## config.mk

```make
export PLATFORM = sky130hd
export DESIGN_NAME = ambient_light_keypad_ctrl
export DESIGN_NICKNAME = d
export VERILOG_FILES = /design/src/core/alc_pkg.sv /design/src/core/ambient_light_keypad_ctrl.sv
export VERILOG_INCLUDE_DIRS = /design/src /design/src/core
export SDC_FILE = /design/constraint.sdc
export NUM_CORES = 1
export LEC_CHECK = 0
export BUFFER_PORTS_ARGS = -buffer_cell sky130_fd_sc_hd__buf_2
export CAP_MARGIN = 10
export CORE_UTILIZATION = 40
export DETAILED_ROUTE_END_ITERATION = 10
export PLACE_DENSITY = 0.54
export SLEW_MARGIN = 20
export SYNTH_ARGS = -nofsm -noshare
export SYNTH_HDL_FRONTEND = slang
export SYNTH_SLANG_ARGS = --single-unit
```

## constraint.sdc

```tcl
create_clock -name clk_i -period 16.3 [get_ports clk_i]
set_input_delay 4.075 -clock clk_i [delete_from_list [all_inputs] [get_ports clk_i]]
set_output_delay 4.075 -clock clk_i [all_outputs]
set_load 0.02 [all_outputs]
```

## src/core/alc_params.svh

```systemverilog
// constants of the ambient light and keypad light controller
// assumes a 100 MHz clock and 32-bit classic wishbone word access
`ifndef ALC_PARAMS_SVH
`define ALC_PARAMS_SVH
`define ALC_IDX_CTRL    6'h00
`define ALC_IDX_HOSTCUR 6'h01
`define ALC_IDX_SRC     6'h02
`define ALC_IDX_PWMSEL  6'h03
`define ALC_IDX_SLOPE   6'h0a
`define ALC_IDX_CAL     6'h0c
`define ALC_IDX_DATA    6'h0d
`define ALC_IDX_PADPWM  6'h0e
`define ALC_IDX_PADTHR  6'h0f
`define ALC_IDX_LUT_HI  2'b01
`define ALC_BIT_FOLLOW  1
`define ALC_BIT_MAIN    3
`define ALC_BIT_AMBIENT_CTRL_ENABLE   7
`define ALC_BIT_HOST    5
`define ALC_BIT_CAI     7
`define ALC_BIT_PWMSEL  0
`define ALC_BIT_SYNC    7
`define ALC_BIT_TYPE    6
`define ALC_RST_CTRL    8'h00
`define ALC_RST_HOSTCUR 8'h00
`define ALC_RST_SRC     8'h00
`define ALC_RST_PWMSEL  8'h00
`define ALC_RST_SLOPE   8'h00
`define ALC_RST_CAL     8'h00
`define ALC_RST_PADPWM  8'h00
`define ALC_RST_PADTHR  8'ha3
`define ALC_LUT_RST {8'hf9,8'he4,8'hd5,8'hc6,8'hb6,8'ha7,8'h98,8'h89,\
8'h79,8'h6a,8'h5b,8'h4c,8'h3c,8'h2d,8'h1e,8'h0f}
`define ALC_LOG_BOUNDS {8'hc8,8'h91,8'h69,8'h4b,8'h36,8'h27,8'h1c,8'h14,\
8'h0e,8'h0a,8'h07,8'h05,8'h03,8'h02,8'h01,8'h00}
`define ALC_BYP_BOUNDS {8'hb6,8'ha9,8'h9c,8'h90,8'h84,8'h78,8'h6c,8'h60,\
8'h54,8'h48,8'h3c,8'h30,8'h25,8'h1b,8'h12,8'h00}
`define ALC_CLK_MHZ       100
`define ALC_MEAS_P0_MS    520
`define ALC_MEAS_P1_MS    1050
`define ALC_MEAS_P2_MS    1570
`define ALC_MEAS_P3_MS    2100
`define ALC_MEAS_P0_CYC   (`ALC_MEAS_P0_MS * `ALC_CLK_MHZ * 1000)
`define ALC_MEAS_P1_CYC   (`ALC_MEAS_P1_MS * `ALC_CLK_MHZ * 1000)
`define ALC_MEAS_P2_CYC   (`ALC_MEAS_P2_MS * `ALC_CLK_MHZ * 1000)
`define ALC_MEAS_P3_CYC   (`ALC_MEAS_P3_MS * `ALC_CLK_MHZ * 1000)
`define ALC_DISCARD_MS    64
`define ALC_DISCARD_CYC   (`ALC_DISCARD_MS * `ALC_CLK_MHZ * 1000)
`define ALC_WINDOW_US     16400
`define ALC_SAMPLES       16
`define ALC_SAMPLE_CYC    (`ALC_WINDOW_US * `ALC_CLK_MHZ / `ALC_SAMPLES)
`define ALC_PWM_HZ        500
`define ALC_PWM_STEP_CYC  (`ALC_CLK_MHZ * 1000000 / `ALC_PWM_HZ / 16)
`define ALC_SLOPE_UNIT_US 256
`define ALC_SLOPE_CYC     (`ALC_SLOPE_UNIT_US * `ALC_CLK_MHZ)
`define ALC_FADE_UNIT_US  1000
`define ALC_FADE_CYC      (`ALC_FADE_UNIT_US * `ALC_CLK_MHZ)
`endif

```

## src/core/alc_pkg.sv

```systemverilog
// types of the ambient light and keypad light controller
// assumes nothing beyond a systemverilog compiler
package alc_pkg;
  // classic wishbone request, all master-driven signals
  typedef struct packed {
    logic        cyc;
    logic        stb;
    logic        we;
    logic [7:0]  adr;
    logic [3:0]  sel;
    logic [31:0] dat;
  } wb_req_t;
  // measurement sequencer states
  typedef enum logic [1:0] {
    MEAS_IDLE,
    MEAS_WARM,
    MEAS_SAMPLE
  } meas_state_t;
endpackage

```

## src/core/ambient_light_keypad_ctrl.sv

```systemverilog
// ambient light readout, backlight current ramp and keypad light control
// assumes a synchronous wishbone master and an adc bus arriving from pins
//
// The register offsets and register access over Wishbone were chosen for this implementation.
`timescale 1ns/1ps
`include "alc_params.svh"
module ambient_light_keypad_ctrl #(
  parameter int unsigned MEAS_P0_CYC   = `ALC_MEAS_P0_CYC,
  parameter int unsigned MEAS_P1_CYC   = `ALC_MEAS_P1_CYC,
  parameter int unsigned MEAS_P2_CYC   = `ALC_MEAS_P2_CYC,
  parameter int unsigned MEAS_P3_CYC   = `ALC_MEAS_P3_CYC,
  parameter int unsigned DISCARD_CYC   = `ALC_DISCARD_CYC,
  parameter int unsigned SAMPLE_CYC    = `ALC_SAMPLE_CYC,
  parameter int unsigned PWM_STEP_CYC  = `ALC_PWM_STEP_CYC,
  parameter int unsigned SLOPE_CYC     = `ALC_SLOPE_CYC,
  parameter int unsigned FADE_CYC      = `ALC_FADE_CYC
) (
  input  wire logic             clk_i,
  input  wire logic             rst_i,
  input  wire logic             ce_i,
  input  alc_pkg::wb_req_t      wb_req_i,
  output logic [31:0]           wb_dat_o,
  output logic                  wb_ack_o,
  input  wire logic [7:0]       adc_data_i,
  input  wire logic [7:0]       content_pwm_input_i,
  output logic                  sensor_supply_en_o,
  output logic                  adc_power_en_o,
  output logic                  adc_sample_o,
  output logic [7:0]            main_current_o,
  output logic                  pad_light_o
);
  // software registers
  logic [7:0] ctrl_reg, hostcur_reg, src_reg, pwmsel_reg;
  logic [7:0] slope_reg, cal_reg, padpwm_reg, padthr_reg;
  logic [7:0] lut_reg [16];
  logic       ack_reg;
  logic [31:0] dat_reg;
  // measurement state
  alc_pkg::meas_state_t state_reg;
  logic [31:0] tmr_reg, per_reg;
  logic [3:0]  n_reg, amb_code_reg;
  logic [11:0] acc_reg;
  logic        new_code_reg, sample_reg;
  logic [7:0]  adc_s1_reg, adc_s2_reg;
  // output stage state
  logic [7:0]  cur_reg;
  logic [31:0] rtmr_reg, pcnt_reg, ftmr_reg;
  logic [4:0]  eff_reg;
  logic        pad_off_reg, pad_reg, supply_reg, adcpwr_reg;

  // map a corrected reading to a code by counting passed bounds
  function automatic logic [3:0] quantize(input logic [7:0] r,
                                          input logic bypass);
    logic [127:0] b;
    logic [3:0]   c;
    b = bypass ? `ALC_BYP_BOUNDS : `ALC_LOG_BOUNDS;
    c = 4'h0;
    for (int i = 1; i < 16; i++)
      if (r >= b[i*8 +: 8])
        c = c + 4'h1;
    return c;
  endfunction

  // field decode
  wire        ambient_ctrl_enable     = ctrl_reg[`ALC_BIT_AMBIENT_CTRL_ENABLE];
  wire        follow    = ctrl_reg[`ALC_BIT_FOLLOW];
  wire        main_on   = ctrl_reg[`ALC_BIT_MAIN];
  wire        host_bit  = src_reg[`ALC_BIT_HOST];
  wire        cai_sel   = src_reg[`ALC_BIT_CAI];
  wire        pwm_sel   = pwmsel_reg[`ALC_BIT_PWMSEL];
  wire        sync_sel  = cal_reg[`ALC_BIT_SYNC];
  wire        bypass    = cal_reg[`ALC_BIT_TYPE];
  wire [1:0]  per_sel   = cal_reg[5:4];
  wire [3:0]  cal_off   = cal_reg[3:0];
  wire [3:0]  up_code   = slope_reg[7:4];
  wire [3:0]  dn_code   = slope_reg[3:0];
  wire [3:0]  duty_fld  = padpwm_reg[3:0];
  wire [1:0]  fade_fld  = padpwm_reg[5:4];
  wire [3:0]  thr       = padthr_reg[7:4];
  wire [3:0]  hyst      = padthr_reg[3:0];

  // bus decode; index is the word address
  wire        req       = wb_req_i.cyc & wb_req_i.stb;
  wire [5:0]  idx       = wb_req_i.adr[7:2];
  wire        hit_lut   = idx[5:4] == `ALC_IDX_LUT_HI;
  wire        wr_en     = req & ack_reg & wb_req_i.we & wb_req_i.sel[0];
  wire [7:0]  wdat      = wb_req_i.dat[7:0];
  wire [7:0]  rd_byte   =
    hit_lut                    ? lut_reg[idx[3:0]] :
    idx == `ALC_IDX_CTRL       ? ctrl_reg :
    idx == `ALC_IDX_HOSTCUR    ? hostcur_reg :
    idx == `ALC_IDX_SRC        ? src_reg :
    idx == `ALC_IDX_PWMSEL     ? pwmsel_reg :
    idx == `ALC_IDX_SLOPE      ? slope_reg :
    idx == `ALC_IDX_CAL        ? cal_reg :
    idx == `ALC_IDX_DATA       ? {4'h0, amb_code_reg} :
    idx == `ALC_IDX_PADPWM     ? padpwm_reg :
    idx == `ALC_IDX_PADTHR     ? padthr_reg : 8'h00;

  // wishbone slave: one wait state, unmapped reads zero, writes dropped
  always_ff @(posedge clk_i)
  begin
    if (rst_i)
    begin
      ack_reg     <= 1'b0;
      dat_reg     <= 32'h0;
      ctrl_reg    <= `ALC_RST_CTRL;
      hostcur_reg <= `ALC_RST_HOSTCUR;
      src_reg     <= `ALC_RST_SRC;
      pwmsel_reg  <= `ALC_RST_PWMSEL;
      slope_reg   <= `ALC_RST_SLOPE;
      cal_reg     <= `ALC_RST_CAL;
      padpwm_reg  <= `ALC_RST_PADPWM;
      padthr_reg  <= `ALC_RST_PADTHR;
      for (int i = 0; i < 16; i++)
        lut_reg[i] <= 8'(`ALC_LUT_RST >> (i * 8));
    end
    else if (ce_i)
    begin
      ack_reg <= req & ~ack_reg;
      if (req & ~ack_reg)
        dat_reg <= {24'h0, rd_byte};
      if (wr_en)
      begin
        if (hit_lut)
          lut_reg[idx[3:0]] <= wdat;
        unique case (idx)
          `ALC_IDX_CTRL:    ctrl_reg    <= wdat;
          `ALC_IDX_HOSTCUR: hostcur_reg <= wdat;
          `ALC_IDX_SRC:     src_reg     <= wdat;
          `ALC_IDX_PWMSEL:  pwmsel_reg  <= wdat;
          `ALC_IDX_SLOPE:   slope_reg   <= wdat;
          `ALC_IDX_CAL:     cal_reg     <= wdat;
          `ALC_IDX_PADPWM:  padpwm_reg  <= wdat;
          `ALC_IDX_PADTHR:  padthr_reg  <= wdat;
          default:          ;
        endcase
      end
    end
  end
  assign wb_ack_o = ack_reg;
  assign wb_dat_o = dat_reg;

  // adc bus comes from pins: two flops before use
  always_ff @(posedge clk_i)
  begin
    if (rst_i)
    begin
      adc_s1_reg <= 8'h00;
      adc_s2_reg <= 8'h00;
    end
    else if (ce_i)
    begin
      adc_s1_reg <= adc_data_i;
      adc_s2_reg <= adc_s1_reg;
    end
  end

  // average, signed offset, clamp, quantize on the last sample
  wire [11:0] sum_next  = acc_reg + {4'h0, adc_s2_reg};
  wire [9:0]  corr      = {2'b00, sum_next[11:4]}
                          + {{6{cal_off[3]}}, cal_off};
  wire [7:0]  clamped   = corr[9] ? 8'h00 :
                          corr[8] ? 8'hff : corr[7:0];
  wire [3:0]  code_next = quantize(clamped, bypass);
  wire [31:0] per_cyc   = per_sel == 2'd0 ? MEAS_P0_CYC :
                          per_sel == 2'd1 ? MEAS_P1_CYC :
                          per_sel == 2'd2 ? MEAS_P2_CYC : MEAS_P3_CYC;

  // period timer; restarts with each enable so the first run is prompt
  always_ff @(posedge clk_i)
  begin
    if (rst_i)
      per_reg <= 32'h0;
    else if (ce_i)
    begin
      if (!ambient_ctrl_enable)
        per_reg <= 32'h0;
      else if (per_reg == 32'h0)
        per_reg <= per_cyc - 32'h1;
      else
        per_reg <= per_reg - 32'h1;
    end
  end

  // measurement sequencer: warm-up discard, then sixteen timed samples
  always_ff @(posedge clk_i)
  begin
    if (rst_i)
    begin
      state_reg    <= alc_pkg::MEAS_IDLE;
      tmr_reg      <= 32'h0;
      n_reg        <= 4'h0;
      acc_reg      <= 12'h0;
      amb_code_reg <= 4'h0;
      new_code_reg <= 1'b0;
      sample_reg   <= 1'b0;
    end
    else if (ce_i)
    begin
      new_code_reg <= 1'b0;
      sample_reg   <= 1'b0;
      if (!ambient_ctrl_enable)
        state_reg <= alc_pkg::MEAS_IDLE;
      else
        unique case (state_reg)
          alc_pkg::MEAS_IDLE:
            if (per_reg == 32'h0)
            begin
              tmr_reg   <= DISCARD_CYC - 32'h1;
              state_reg <= alc_pkg::MEAS_WARM;
            end
          alc_pkg::MEAS_WARM:
            if (tmr_reg == 32'h0)
            begin
              tmr_reg   <= SAMPLE_CYC - 32'h1;
              n_reg     <= 4'h0;
              acc_reg   <= 12'h0;
              state_reg <= alc_pkg::MEAS_SAMPLE;
            end
            else
              tmr_reg <= tmr_reg - 32'h1;
          alc_pkg::MEAS_SAMPLE:
            if (tmr_reg == 32'h0)
            begin
              sample_reg <= 1'b1;
              acc_reg    <= sum_next;
              n_reg      <= n_reg + 4'h1;
              tmr_reg    <= SAMPLE_CYC - 32'h1;
              if (n_reg == 4'hf)
              begin
                amb_code_reg <= code_next;
                new_code_reg <= 1'b1;
                state_reg    <= alc_pkg::MEAS_IDLE;
              end
            end
            else
              tmr_reg <= tmr_reg - 32'h1;
        endcase
    end
  end
  assign adc_sample_o = sample_reg;

  // backlight target; content pwm path skips the ramp
  wire        use_alc   = ambient_ctrl_enable & main_on;
  wire [7:0]  target    = !main_on ? 8'h00 :
                          use_alc ? lut_reg[amb_code_reg] :
                          cai_sel ? content_pwm_input_i : hostcur_reg;
  wire        going_up  = target > cur_reg;
  wire [3:0]  step_code = going_up ? up_code : dn_code;
  wire [31:0] step_cyc  = 32'(step_code) * SLOPE_CYC;
  wire        jump      = !main_on | (cai_sel & !use_alc)
                          | step_code == 4'h0;

  // ramp one current step per slope time toward the target
  always_ff @(posedge clk_i)
  begin
    if (rst_i)
    begin
      cur_reg  <= 8'h00;
      rtmr_reg <= 32'h0;
    end
    else if (ce_i)
    begin
      if (jump || cur_reg == target)
      begin
        cur_reg  <= target;
        rtmr_reg <= 32'h0;
      end
      else if (rtmr_reg >= step_cyc - 32'h1)
      begin
        cur_reg  <= going_up ? cur_reg + 8'h1 : cur_reg - 8'h1;
        rtmr_reg <= 32'h0;
      end
      else
        rtmr_reg <= rtmr_reg + 32'h1;
    end
  end
  assign main_current_o = cur_reg;

  // keypad hysteresis: off at threshold, on at threshold-hyst-1
  wire signed [5:0] on_lvl = $signed({2'b00, thr})
                             - $signed({2'b00, hyst}) - 6'sd1;
  always_ff @(posedge clk_i)
  begin
    if (rst_i)
      pad_off_reg <= 1'b0;
    else if (ce_i && new_code_reg)
    begin
      if (amb_code_reg >= thr)
        pad_off_reg <= 1'b1;
      else if ($signed({2'b00, amb_code_reg}) <= on_lvl)
        pad_off_reg <= 1'b0;
    end
  end

  // 500 Hz pwm; duty in sixteenths, 15 gives full on
  wire [4:0]  duty_tgt  = pwm_sel ? {1'b0, duty_fld} + 5'h1 : 5'h0;
  wire [31:0] fade_cyc  = 32'(fade_fld) * FADE_CYC;
  wire        pwm_out   = pcnt_reg < 32'(eff_reg) * PWM_STEP_CYC;
  always_ff @(posedge clk_i)
  begin
    if (rst_i)
    begin
      pcnt_reg <= 32'h0;
      ftmr_reg <= 32'h0;
      eff_reg  <= 5'h0;
    end
    else if (ce_i)
    begin
      pcnt_reg <= pcnt_reg >= 32'd16 * PWM_STEP_CYC - 32'h1 ?
                  32'h0 : pcnt_reg + 32'h1;
      if (fade_fld == 2'b00 || eff_reg == duty_tgt)
      begin
        eff_reg  <= duty_tgt;
        ftmr_reg <= 32'h0;
      end
      else if (ftmr_reg >= fade_cyc - 32'h1)
      begin
        eff_reg  <= eff_reg < duty_tgt ? eff_reg + 5'h1
                                       : eff_reg - 5'h1;
        ftmr_reg <= 32'h0;
      end
      else
        ftmr_reg <= ftmr_reg + 32'h1;
    end
  end

  // keypad source priority and power outputs, all registered
  wire pad_next = (ambient_ctrl_enable & follow) ? !pad_off_reg :
                  pwm_sel          ? pwm_out :
                                     host_bit;
  wire measuring = state_reg != alc_pkg::MEAS_IDLE;
  always_ff @(posedge clk_i)
  begin
    if (rst_i)
    begin
      pad_reg    <= 1'b0;
      supply_reg <= 1'b0;
      adcpwr_reg <= 1'b0;
    end
    else if (ce_i)
    begin
      pad_reg    <= pad_next;
      supply_reg <= ambient_ctrl_enable & (!sync_sel | measuring);
      adcpwr_reg <= measuring;
    end
  end
  assign pad_light_o        = pad_reg;
  assign sensor_supply_en_o = supply_reg;
  assign adc_power_en_o     = adcpwr_reg;

  // checks next to the logic they guard
  property p_main_off;
    @(posedge clk_i) disable iff (rst_i)
    (ce_i && !main_on) |=> main_current_o == 8'h00;
  endproperty
  a_main_off: assert property (p_main_off)
    else $error("current not zero with main backlight off");

  property p_alc_lut;
    @(posedge clk_i) disable iff (rst_i)
    (ce_i && use_alc && slope_reg == 8'h00)
      |=> main_current_o == $past(lut_reg[amb_code_reg]);
  endproperty
  a_alc_lut: assert property (p_alc_lut)
    else $error("ambient current not taken from table");

  property p_ramp_step;
    @(posedge clk_i) disable iff (rst_i)
    (ce_i && main_on && !cai_sel && up_code != 4'h0 && dn_code != 4'h0)
      |=> (cur_reg == $past(cur_reg) + 8'h1 || cur_reg == $past(cur_reg)
           || cur_reg == $past(cur_reg) - 8'h1);
  endproperty
  a_ramp_step: assert property (p_ramp_step)
    else $error("ramp moved more than one step");

  property p_adc_off;
    @(posedge clk_i) disable iff (rst_i)
    (state_reg == alc_pkg::MEAS_IDLE && $past(state_reg)
     == alc_pkg::MEAS_IDLE) |-> !adc_power_en_o;
  endproperty
  a_adc_off: assert property (p_adc_off)
    else $error("converter powered outside a measurement");

  property p_discard;
    @(posedge clk_i) disable iff (rst_i)
    state_reg == alc_pkg::MEAS_WARM |-> !adc_sample_o;
  endproperty
  a_discard: assert property (p_discard)
    else $error("sample taken during discard time");

  property p_store;
    @(posedge clk_i) disable iff (rst_i)
    new_code_reg |-> adc_sample_o && $past(n_reg) == 4'hf;
  endproperty
  a_store: assert property (p_store)
    else $error("ambient data stored before sixteen samples");

  property p_hyst_off;
    @(posedge clk_i) disable iff (rst_i)
    (ce_i && new_code_reg && amb_code_reg >= thr) |=> pad_off_reg;
  endproperty
  a_hyst_off: assert property (p_hyst_off)
    else $error("keypad not off at threshold");

  property p_override;
    @(posedge clk_i) disable iff (rst_i)
    (ce_i && ambient_ctrl_enable && follow) |=> pad_light_o == !$past(pad_off_reg);
  endproperty
  a_override: assert property (p_override)
    else $error("ambient decision did not drive keypad");

  property p_host_key;
    @(posedge clk_i) disable iff (rst_i)
    (ce_i && !(ambient_ctrl_enable && follow) && !pwm_sel)
      |=> pad_light_o == $past(host_bit);
  endproperty
  a_host_key: assert property (p_host_key)
    else $error("keypad not following host bit");

  property p_supply;
    @(posedge clk_i) disable iff (rst_i)
    (ce_i && ambient_ctrl_enable && !sync_sel) |=> sensor_supply_en_o;
  endproperty
  a_supply: assert property (p_supply)
    else $error("sensor supply off while unsynced and enabled");

  c_measure: cover property (@(posedge clk_i) new_code_reg);
  c_ramp: cover property (@(posedge clk_i)
    rtmr_reg != 32'h0 ##1 rtmr_reg == 32'h0 && cur_reg != target);
  c_pad_off: cover property (@(posedge clk_i) $fell(pad_light_o));
endmodule // ambient_light_keypad_ctrl

```

# --- Yosys cells after proc, flatten, opt, wreduce, memory -nomap -nowiden ---
# Memory sizes are Yosys's and may differ from the RTL's. A register that Yosys moved wholly into a read port is not among the register bits.
# Cells that the tools add are included.
totals:
  regBits: 290
  latchBits: 0
  mem_bits_rw: 128
  mem_bits_ro: 0
  inputBits: 66
  out_inout_bits: 45
  word_cells: 248
  mem_count: 1
mem_list:
  columns: ["memory", "depth", "word_bits", "rd", "rd_clocked_by_memory_dff", "write_ports", "line", "text"]
  rows:
  - ["lut_reg", 16, 8, 2, 1, 16, "ambient_light_keypad_ctrl.sv:35", "logic [7:0] lut_reg [16];"]
op_classes:
  add_sub_neg: 32
  multipliers: 3
  n_div: 0
  order_cmp: 23
  eq_ne: 23
  shifts: 0
  n_mux: 87
  n_bitwise: 13
  n_reduce_logical: 37
op_table:
  columns: ["cell", "count"]
  rows:
  - ["$mux W32", 9]
  - ["$mux W8", 19]
  - ["$mux W127", 1]
  - ["$ge A8 B8 Y1", 15]
  - ["$add A32 B1 Y32 const B", 3]
  - ["$mux W4", 20]
  - ["$ge A32 B32 Y1", 2]
  - ["$logic_not A32 Y1", 2]
  - ["$pmux W32 S2", 1]
  - ["$sub A32 B1 Y32 const B", 2]
  - ["$add A4 B1 Y4 const B", 15]
  - ["$mux W28", 2]
  - ["$sub A19 B1 Y20 const B", 2]
  - ["$ge A32 B18 Y1 const B", 1]
  - ["$lt A32 B19 Y1", 1]
  - ["$eq A6 B4 Y1 const B", 5]
  - ["$sub A28 B1 Y29 const B", 1]
  - ["$mux W27", 1]
  - ["$reduce_and A3 Y1", 9]
  - ["$mux W12", 2]
  - ["$pmux W12 S2", 1]
  - ["$mux W1", 20]
  - ["$mux W5", 4]
  - ["$mul A5 B12 Y17 const B", 1]
  - ["41 further kinds", 79]

# --- Depth between registers and ports, before layout ---
# Gate-level depths: netlist of run 1.
depth:
  ltp_word: 36
  depth_mapped: 68
  mapped_depth_nobuf: 66

# --- Least setup slack after synthesis of run 1 ---
# OpenSTA, ideal clock, no wires.
synth_path:
  path_kind: "reg-to-reg"
  startpoint: "register acc_reg[1]"
  endpoint: "register (tool-made name)"
  setup_ps: 127
  t_arrival_ps: 11668
  t_required_ps: 16173
  path_slack_ps: 4505
  path_stages_with_launch: 67
  path_buffers: 2
  synth_period_minus_slack_ps: 11795
  cell_sequence: "dfxtp_1 -> ha_1 -> a21o_1 -> a21oi_1 -> nor2b_1 -> o21a_1 -> o21a_1 -> nor2_1 -> nor2_1 -> o21a_1 -> o21ai_0 -> nor2_1 -> xor2_1 -> ha_1 -> nor2b_1 -> a311o_1 -> or2_1 -> nor2_4 -> [31 not listed] -> ha_1 -> mux2i_1 -> xnor2_1 -> mux2i_1 -> ha_1 -> a21oi_1 -> o21a_1 -> xnor2_1 -> mux2_2 -> ha_1 -> inv_1 -> nor2_1 -> xnor2_1 -> xnor2_1 -> or2_2 -> o32ai_1 -> xor2_1 -> a21oi_1"
synth_rtl:
  columns: ["item", "line", "text"]
  rows:
  - ["start: declaration", "ambient_light_keypad_ctrl.sv:42", "logic [11:0] acc_reg;"]
  - ["start signal: assignment", "ambient_light_keypad_ctrl.sv:227", "acc_reg <= sum_next;"]

# --- Worst setup path after layout of run 1 ---
layout_path:
  startpoint: "register adc_s2_reg[1]"
  endpoint: "register amb_code_reg[3]"
layout_between:
  elab_chain_len: 34
  word_cells_on_any_way: 48
  cone_classes: "add/sub (16); order compare (15); mux (17)"
layout_lines:
  columns: ["item", "line", "text"]
  rows:
  - ["start: declaration", "ambient_light_keypad_ctrl.sv:44", "logic [7:0] adc_s1_reg, adc_s2_reg;"]
  - ["start signal: assignment", "ambient_light_keypad_ctrl.sv:155", "adc_s2_reg <= adc_s1_reg;"]
  - ["$add A12 B8 Y12 *", "ambient_light_keypad_ctrl.sv:160", "wire [11:0] sum_next = acc_reg + {4'h0, adc_s2_reg};"]
  - ["$add A9 B4 Y10 *", "ambient_light_keypad_ctrl.sv:162", "+ {{6{cal_off[3]}}, cal_off};"]
  - ["$mux W8", "ambient_light_keypad_ctrl.sv:164", "corr[8] ? 8'hff : corr[7:0];"]
  - ["$mux W8 *", "ambient_light_keypad_ctrl.sv:163", "wire [7:0] clamped = corr[9] ? 8'h00 :"]
  - ["$ge A8 B8 Y1", "ambient_light_keypad_ctrl.sv:59", "if (r >= b[i*8 +: 8])"]
  - ["$mux W1", "ambient_light_keypad_ctrl.sv:59", null]
  - ["$add A4 B1 Y4", "ambient_light_keypad_ctrl.sv:60", "c = c + 4'h1;"]
  - ["$mux W4", "ambient_light_keypad_ctrl.sv:59", null]
  - ["[18 not listed]", null, null]
  - ["$add A4 B1 Y4", "ambient_light_keypad_ctrl.sv:60", null]
  - ["$mux W4", "ambient_light_keypad_ctrl.sv:59", null]
  - ["$add A4 B1 Y4", "ambient_light_keypad_ctrl.sv:60", null]
  - ["$mux W4", "ambient_light_keypad_ctrl.sv:59", null]
  - ["$add A4 B1 Y4", "ambient_light_keypad_ctrl.sv:60", null]
  - ["$mux W4", "ambient_light_keypad_ctrl.sv:59", null]
  - ["$add A4 B1 Y4", "ambient_light_keypad_ctrl.sv:60", null]
  - ["$mux W4 *", "ambient_light_keypad_ctrl.sv:59", null]
  - ["end signal: assignment", "ambient_light_keypad_ctrl.sv:232", "amb_code_reg <= code_next;"]
  - ["end: declaration", "ambient_light_keypad_ctrl.sv:41", "logic [3:0] n_reg, amb_code_reg;"]
# Every way passes the cells marked *; elsewhere a longest branch is shown, timed or not.
# A chain may end at the register's enable or synchronous reset.

==> metrics.yaml, run 1 <==
dp_hpwl_um: 50100
drc: 0
netlist_area_um2: 27400
core_um2: 67400
slowest_stage: "o21ai_0"
ys_ff_latch: 422
cts.hold.buffers_added: 0
clkTransAtPathRegs_ns: 0.06
wl_per_cell_um: 18.8
crit_required_ns: 16.72
die_w_um: 264
final_cells: 3824
io_buffer_count: 57
cts_buffers: 50
tightestPinTransition_ns: 1.03
timing.fmax_mhz: 72.7
root_buffer: "clkbuf_16"
cts_resized: 0
maxSlewHeadroom_pct: 31.1
antenna_cells: 0
tritoncts: "built"
rsz0062_at_grt: "no"
mostFrequentLayoutCell: "nor2_1"
period_needed_ns: 13.75
dp.cells: 3731
die_area_um2: 69500
clk-insertion-delay-late_ns: 0.62
crit_path_max_fanout: 18
p_leak_nw: 12.0
max-vdd-ir-drop_uv: 61.7
worstSetupPathType: "reg2reg"
dr_total_vias: 21500
io_pins: 111
grt_pass1_vias: 21200
grt_max_degree: 94
fp.dieH_um: 264
min_path_type: "reg2reg"
powerDensity_nw_per_um2: 79.9
most-common-layout-cells: "nor2_1, dfxtp_1, ha_1, nand2_1, a21oi_1"
crit_end: "amb_code_reg[3]$_SDFFE_PP0P_"
crit_arrival_ns: 14.17
synthFlopType: "dfxtp_1"
drt-pass1-iter-count: 5
reg2regPathDepth: 64
skew_ns: 0.0599
cts_buffer_depth: 3
max_cap_violations: 0
post-cts-setup-buffer-count: 0
vias_per_cell: 5.63
nets: 3200
fillers: 6396
period_share_pct: 84.4
reg2reg_to: "amb_code_reg[3]$_SDFFE_PP0P_"
muxShareOfSynthArea_pct: 11.1
cts_sinks: 422
critPathMaxStageDelay_ns: 0.44
maxSlewViolCount: 0
overflow: 0
synth_edf_count: 128
startpoint_type: "register"
setup_tns_ns: 0
synth_top_family_by_area: "simple AND/OR/NAND/NOR gates"
synth_async_sr_flop_share_pct: 0
end_kind: "register"
ant_nets: 0
ys.warnings.count: 0
synthSimpleGateAreaFrac_pct: 19.0
fp-row-count: 95
grt_pass1_wl_um: 116000
setup.worst_path.start: "adc_s2_reg[1]$_SDFFE_PP0P_"
crit_path_frequent_cell: "ha_1"
final-setup-viol-count: 0
largest_register_ffs: 128
area_growth_syn_to_layout_pct: 9.72
synthAdderAreaFrac_pct: 10.5
drive_above_1_share_pct: 11.4
synth_compound_area_share_pct: 13.1
htree_levels: 2
synthXorXnorAreaFrac_pct: 6.67
place_congestion: 0.851
synth.yosys.seq_area_share_pct: 35.5
avgSynthCellArea_um2: 9.42
status: "finished, final reports clean"
grtUsageTotal_pct: 20.5
antenna_found_initial: 2
totalWireLength_um: 71900
syn_inst: 2907
rrSetupSlack_ns: 2.55
initial_core_util_pct: 40.6
r2r-start: "adc_s2_reg[1]$_SDFFE_PP0P_"
yosysUniqueCellTypes: 102
hold_violations: 0
drtIter0Drc: 1346
-- where the power goes --
group / total [mW] / internal (mW) / switching (mW) / leakage [nW]
Combinational: 0.214 / 0.0791 / 0.135 / 7.73
Sequential: 1.10 / 1.09 / 0.00794 / 3.49
Clock: 1.09 / 0.622 / 0.464 / 0.793
Total: 2.40 / 1.79 / 0.607 / 12.0
-- layer usage --
layer  global-route usage, %  up-vias  wire length, µm
met2                    34.1      470            33700
met5                       0        -               13
li1                        -    10500                -
met1                    27.9    10500            33400
met4                    5.17        2             1490
met3                    2.81       97             3230
-- stage by stage --
| step | total power [mW] | setup WS (ns) | utilization, % | hold slack [ns] | area, µm² |
|---|---|---|---|---|---|
| final | 2.40 | 2.55 | 44.6 | 0.465 | 30000 |
| after global routing | 2.49 | 1.25 | 44.6 | 0.507 | 30000 |
| after CTS | 2.43 | 2.58 | 44.6 | 0.466 | 30000 |
| after detailed placement | 1.33 | 2.67 | 42.2 | 0.459 | 28400 |
| after global placement | 1.33 | 2.97 | 42.2 | 0.445 | 28400 |
| after floorplan | 1.28 | 4.50 | - | 0.436 | 27500 |
-- cell families (layout without fill, tap and decap cells) --
| group | count (synthesis) | count (layout) |
|---|---|---|
| simple gates | 1068 | 1068 |
| compound gates | 536 | 536 |
| flops | 422 | 422 |
| buf+inv | 268 | 289 |
| fa+ha+maj | 224 | 224 |
| mux | 197 | 197 |
| xor+xnor | 191 | 191 |
| other cells | 1 | 24 |
-- worst max-delay path: cells and delay by family (launching register included) --
kind | cells | cell delay, ns
AOI/OAI and AO/OA | 19 | 4.53
adders and majority gates | 10 | 3.04
and+or+nand+nor | 16 | 2.42
xor gates and xnor gates | 10 | 1.88
muxes | 5 | 1.01
DFF | 1 | 0.38
buffers and inverters | 4 | 0.34
-- synthesized netlist by cell type (8+ instances only) --
master,count,area (µm²)
nor2_1,373,1400
dfxtp_1,294,5890
ha_1,216,2700
nand2_1,200,751
a21oi_1,152,761
edfxtp_1,128,3840
clkbuf_1,125,469
o21ai_0,107,536
mux2i_1,98,981
inv_1,97,364
xnor2_1,92,806
xor2_1,87,762
mux4_2,84,1890
or3_1,82,513
and2_1,70,438
nor3_1,64,320
nand3_1,62,310
a21o_1,60,450
and3_1,36,225
a22oi_1,35,263
nor2b_1,33,206
nand4_1,31,194
nand2b_1,27,169
buf_4,25,188
nor4_1,21,131
a31oi_1,18,113
buf_1,14,52.6
mux2_2,14,158
nor3b_1,13,97.6
or2_2,13,81.3
a221oi_1,12,105
o21bai_1,12,90.1
o31ai_1,12,90.1
a211oi_1,11,82.6
a41oi_1,11,96.3
o211ai_1,11,82.6
o21a_1,9,67.6
fa_1,8,160
o211a_1,8,80.1
-- area by class of cell --
type                    count  area (µm²)  share of cell area (%)
flip-flops and latches    422        9730                    32.4
clock inverters            15         140                   0.467
repair buffers             97         594                    1.98
clock buffers              78        1470                    4.88
inverters                  99         372                    1.24
multi-input cells        2240       16600                    55.4
well taps                 873        1090                    3.64
-- worst min-delay path by stage --
stage                              end  depth (start not counted)  slack (ns)                    start
6_report       acc_reg[4]$_SDFFE_PP0P_                          2        0.46  acc_reg[4]$_SDFFE_PP0P_
5_1_grt        acc_reg[0]$_SDFFE_PP0P_                          2        0.51  acc_reg[0]$_SDFFE_PP0P_
4_1_cts        acc_reg[4]$_SDFFE_PP0P_                          2        0.47  acc_reg[4]$_SDFFE_PP0P_
3_5_place_dp   acc_reg[4]$_SDFFE_PP0P_                          2        0.46  acc_reg[4]$_SDFFE_PP0P_
3_3_place_gp   acc_reg[2]$_SDFFE_PP0P_                          2        0.44  acc_reg[2]$_SDFFE_PP0P_
2_1_floorplan  acc_reg[0]$_SDFFE_PP0P_                          2        0.44  acc_reg[0]$_SDFFE_PP0P_
No activity file was read; power rests on OpenSTA's default activity.
==> inputs of run 2 (changes only) <==
==> constraint.sdc (replaced) <==
create_clock -name clk_i -period 12.9 [get_ports clk_i]
set_input_delay 3.225 -clock clk_i [delete_from_list [all_inputs] [get_ports clk_i]]
set_output_delay 3.225 -clock clk_i [all_outputs]
set_load 0.02 [all_outputs]
==> metrics.yaml, run 2 (synthesized netlist as in run 1, its figures left out) <==
combinationalPowerShare_pct: 8.9
ant_nets: 0
dp_hpwl_um: 50800
p_int_mw: 2.32
root_buffer: "clkbuf_16"
period_needed_ns: 12.06
regArea_um2: 9730
maxSlewViolCount: 0
fp.dieH_um: 264
grt_max_degree: 90
timing.fmax_mhz: 83.0
mostFrequentLayoutCell: "nor2_1"
die_area_um2: 69500
dr_total_vias: 21600
status: "finished, final reports clean"
area_growth_syn_to_layout_pct: 10.7
fillers: 6381
initial_core_util_pct: 40.6
nets: 3213
startpoint_type: "register"
r2r-start: "acc_reg[0]$_SDFFE_PP0P_"
setup.worst_path.start: "acc_reg[0]$_SDFFE_PP0P_"
power.switching_mw: 0.774
grt_pass1_wl_um: 117000
tritoncts: "built"
cts_buffers: 48
grtUsageTotal_pct: 20.7
clk-insertion-delay-late_ns: 0.62
critPathMaxStageDelay_ns: 0.42
end_kind: "register"
setup_tns_ns: 0
p_clk_share_pct: 46.3
period_share_pct: 93.5
max-vdd-ir-drop_uv: 85.0
fp-row-count: 95
maxSlewHeadroom_pct: 27.4
die_w_um: 264
totalWireLength_um: 72700
cts_buffer_depth: 3
drtIter0Drc: 1630
antenna_cells: 0
slowest_stage: "fa_1"
crit_path_max_fanout: 9
multi_input_area_um2: 16800
overflow: 0
min_path_cells: 2
p_total_mw: 3.09
cts_sinks: 422
clkTransAtPathRegs_ns: 0.06
holdPathEnd: "acc_reg[4]$_SDFFE_PP0P_"
tightestPinTransition_ns: 1.08
place_congestion: 0.865
antenna_found_initial: 3
swShare_pct: 25.0
reg2regPathDepth: 62
vias_per_cell: 5.64
hold_violations: 0
pwr-share-seq_pct: 44.9
min_path_type: "reg2reg"
rrSetupSlack_ns: 0.84
crit_path_frequent_cell: "ha_1"
utilization_pct: 45.0
crit_arrival_ns: 12.49
most-common-layout-cells: "nor2_1, dfxtp_1, ha_1, nand2_1, a21oi_1"
io_pins: 111
drt-pass1-iter-count: 7
p_leak_nw: 12.1
max_cap_violations: 0
largest_register_ffs: 128
wl_per_cell_um: 19.0
drc: 0
powerDensity_nw_per_um2: 102
core_um2: 67400
grt_pass1_vias: 21300
io_buffer_count: 57
worstSetupPathType: "reg2reg"
drive_above_1_share_pct: 12.4
final-setup-viol-count: 0
skew_ns: 0.0432
hp-start: "acc_reg[4]$_SDFFE_PP0P_"
crit_required_ns: 13.33
htree_levels: 2
reg2reg_to: "amb_code_reg[3]$_SDFFE_PP0P_"
## run 2: changes by cell type in the layout (fill, tap and decap cells not counted), sizes merged
cell and delta:
clkbuf -11, clkinv +2, buf +15, inv -1, bufinv +5, clkinvlp +2
## run 2: cell type report
cell class / instances / share of cell area, %
Inverter: 99 / 1.23
Sequential cell: 422 / 32.1
Clock buffer: 67 / 4.50
Clock inverter: 23 / 0.909
Timing Repair Buffer: 112 / 2.33
Tap cell: 873 / 3.61
Multi-Input combinational cell: 2240 / 55.3
## run 2: worst max-delay path by stage
| stage | end | slack (ns) | cells past startpoint |
|---|---|---|---|
| finish | amb_code_reg[3]$_SDFFE_PP0P_ | 0.84 | 62 |
| floorplan | register | 1.10 | 66 |
| detailed placement | amb_code_reg[3]$_SDFFE_PP0P_ | 0.12 | 62 |
| CTS | register | 0.03 | 62 |
| global route | amb_code_reg[3]$_SDFFE_PP0P_ | -0.01 | 66 |
| global placement | register | 0.45 | 61 |
## run 2: layer usage
| metal | part of all wire [%] | up-vias | track usage, % |
|---|---|---|---|
| met5 | 0.018 | - | 0 |
| met4 | 2.4 | 2 | 5.82 |
| met3 | 4.7 | 124 | 2.78 |
| met2 | 47 | 487 | 33.9 |
| met1 | 46 | 10500 | 28.6 |
| li1 | - | 10500 | - |
## run 2: power groups by stage
stage,clock [mW],sequential (mW),combinational [mW]
CTS,1.46,1.39,0.273
finish,1.43,1.39,0.275
floorplan,0,1.41,0.198
global route,1.51,1.39,0.303
detailed placement,0,1.42,0.272
global placement,0,1.42,0.265
## run 2: timing repair
| action | 4_1_cts | 5_1_grt |
|---|---|---|
| setup buffers | 0 | 2 |
| setup endpoints to repair | 0 | 6 |
| endpoints found under the hold margin | 0 | 0 |
| gates resized for setup | 0 | 27 |
| hold buffers | 0 | 0 |
## run 2: through the flow
step | area [µm²] | cells | hold slack (ns) | worst slack (ns)
3_3_place_gp | 28500 | 3744 | 0.444 | 0.449
5_1_grt | 30300 | 3836 | 0.476 | -0.0112
4_1_cts | 30200 | 3834 | 0.462 | 0.0333
3_5_place_dp | 28500 | 3744 | 0.454 | 0.121
2_1_floorplan | 27500 | 2930 | 0.436 | 1.10
6_report | 30300 | 3836 | 0.460 | 0.845
## run 2: worst max-delay path, delay by kind of cell, from the launching register on
family                     cells  cell delay (ns)
buffers and inverters          4             0.48
muxes                          5             0.80
DFF                            1             0.32
xor gates and xnor gates      10             1.54
AOI/OAI and AO/OA             18             3.08
and+or+nand+nor               14             2.31
adders and majority gates     11             3.34
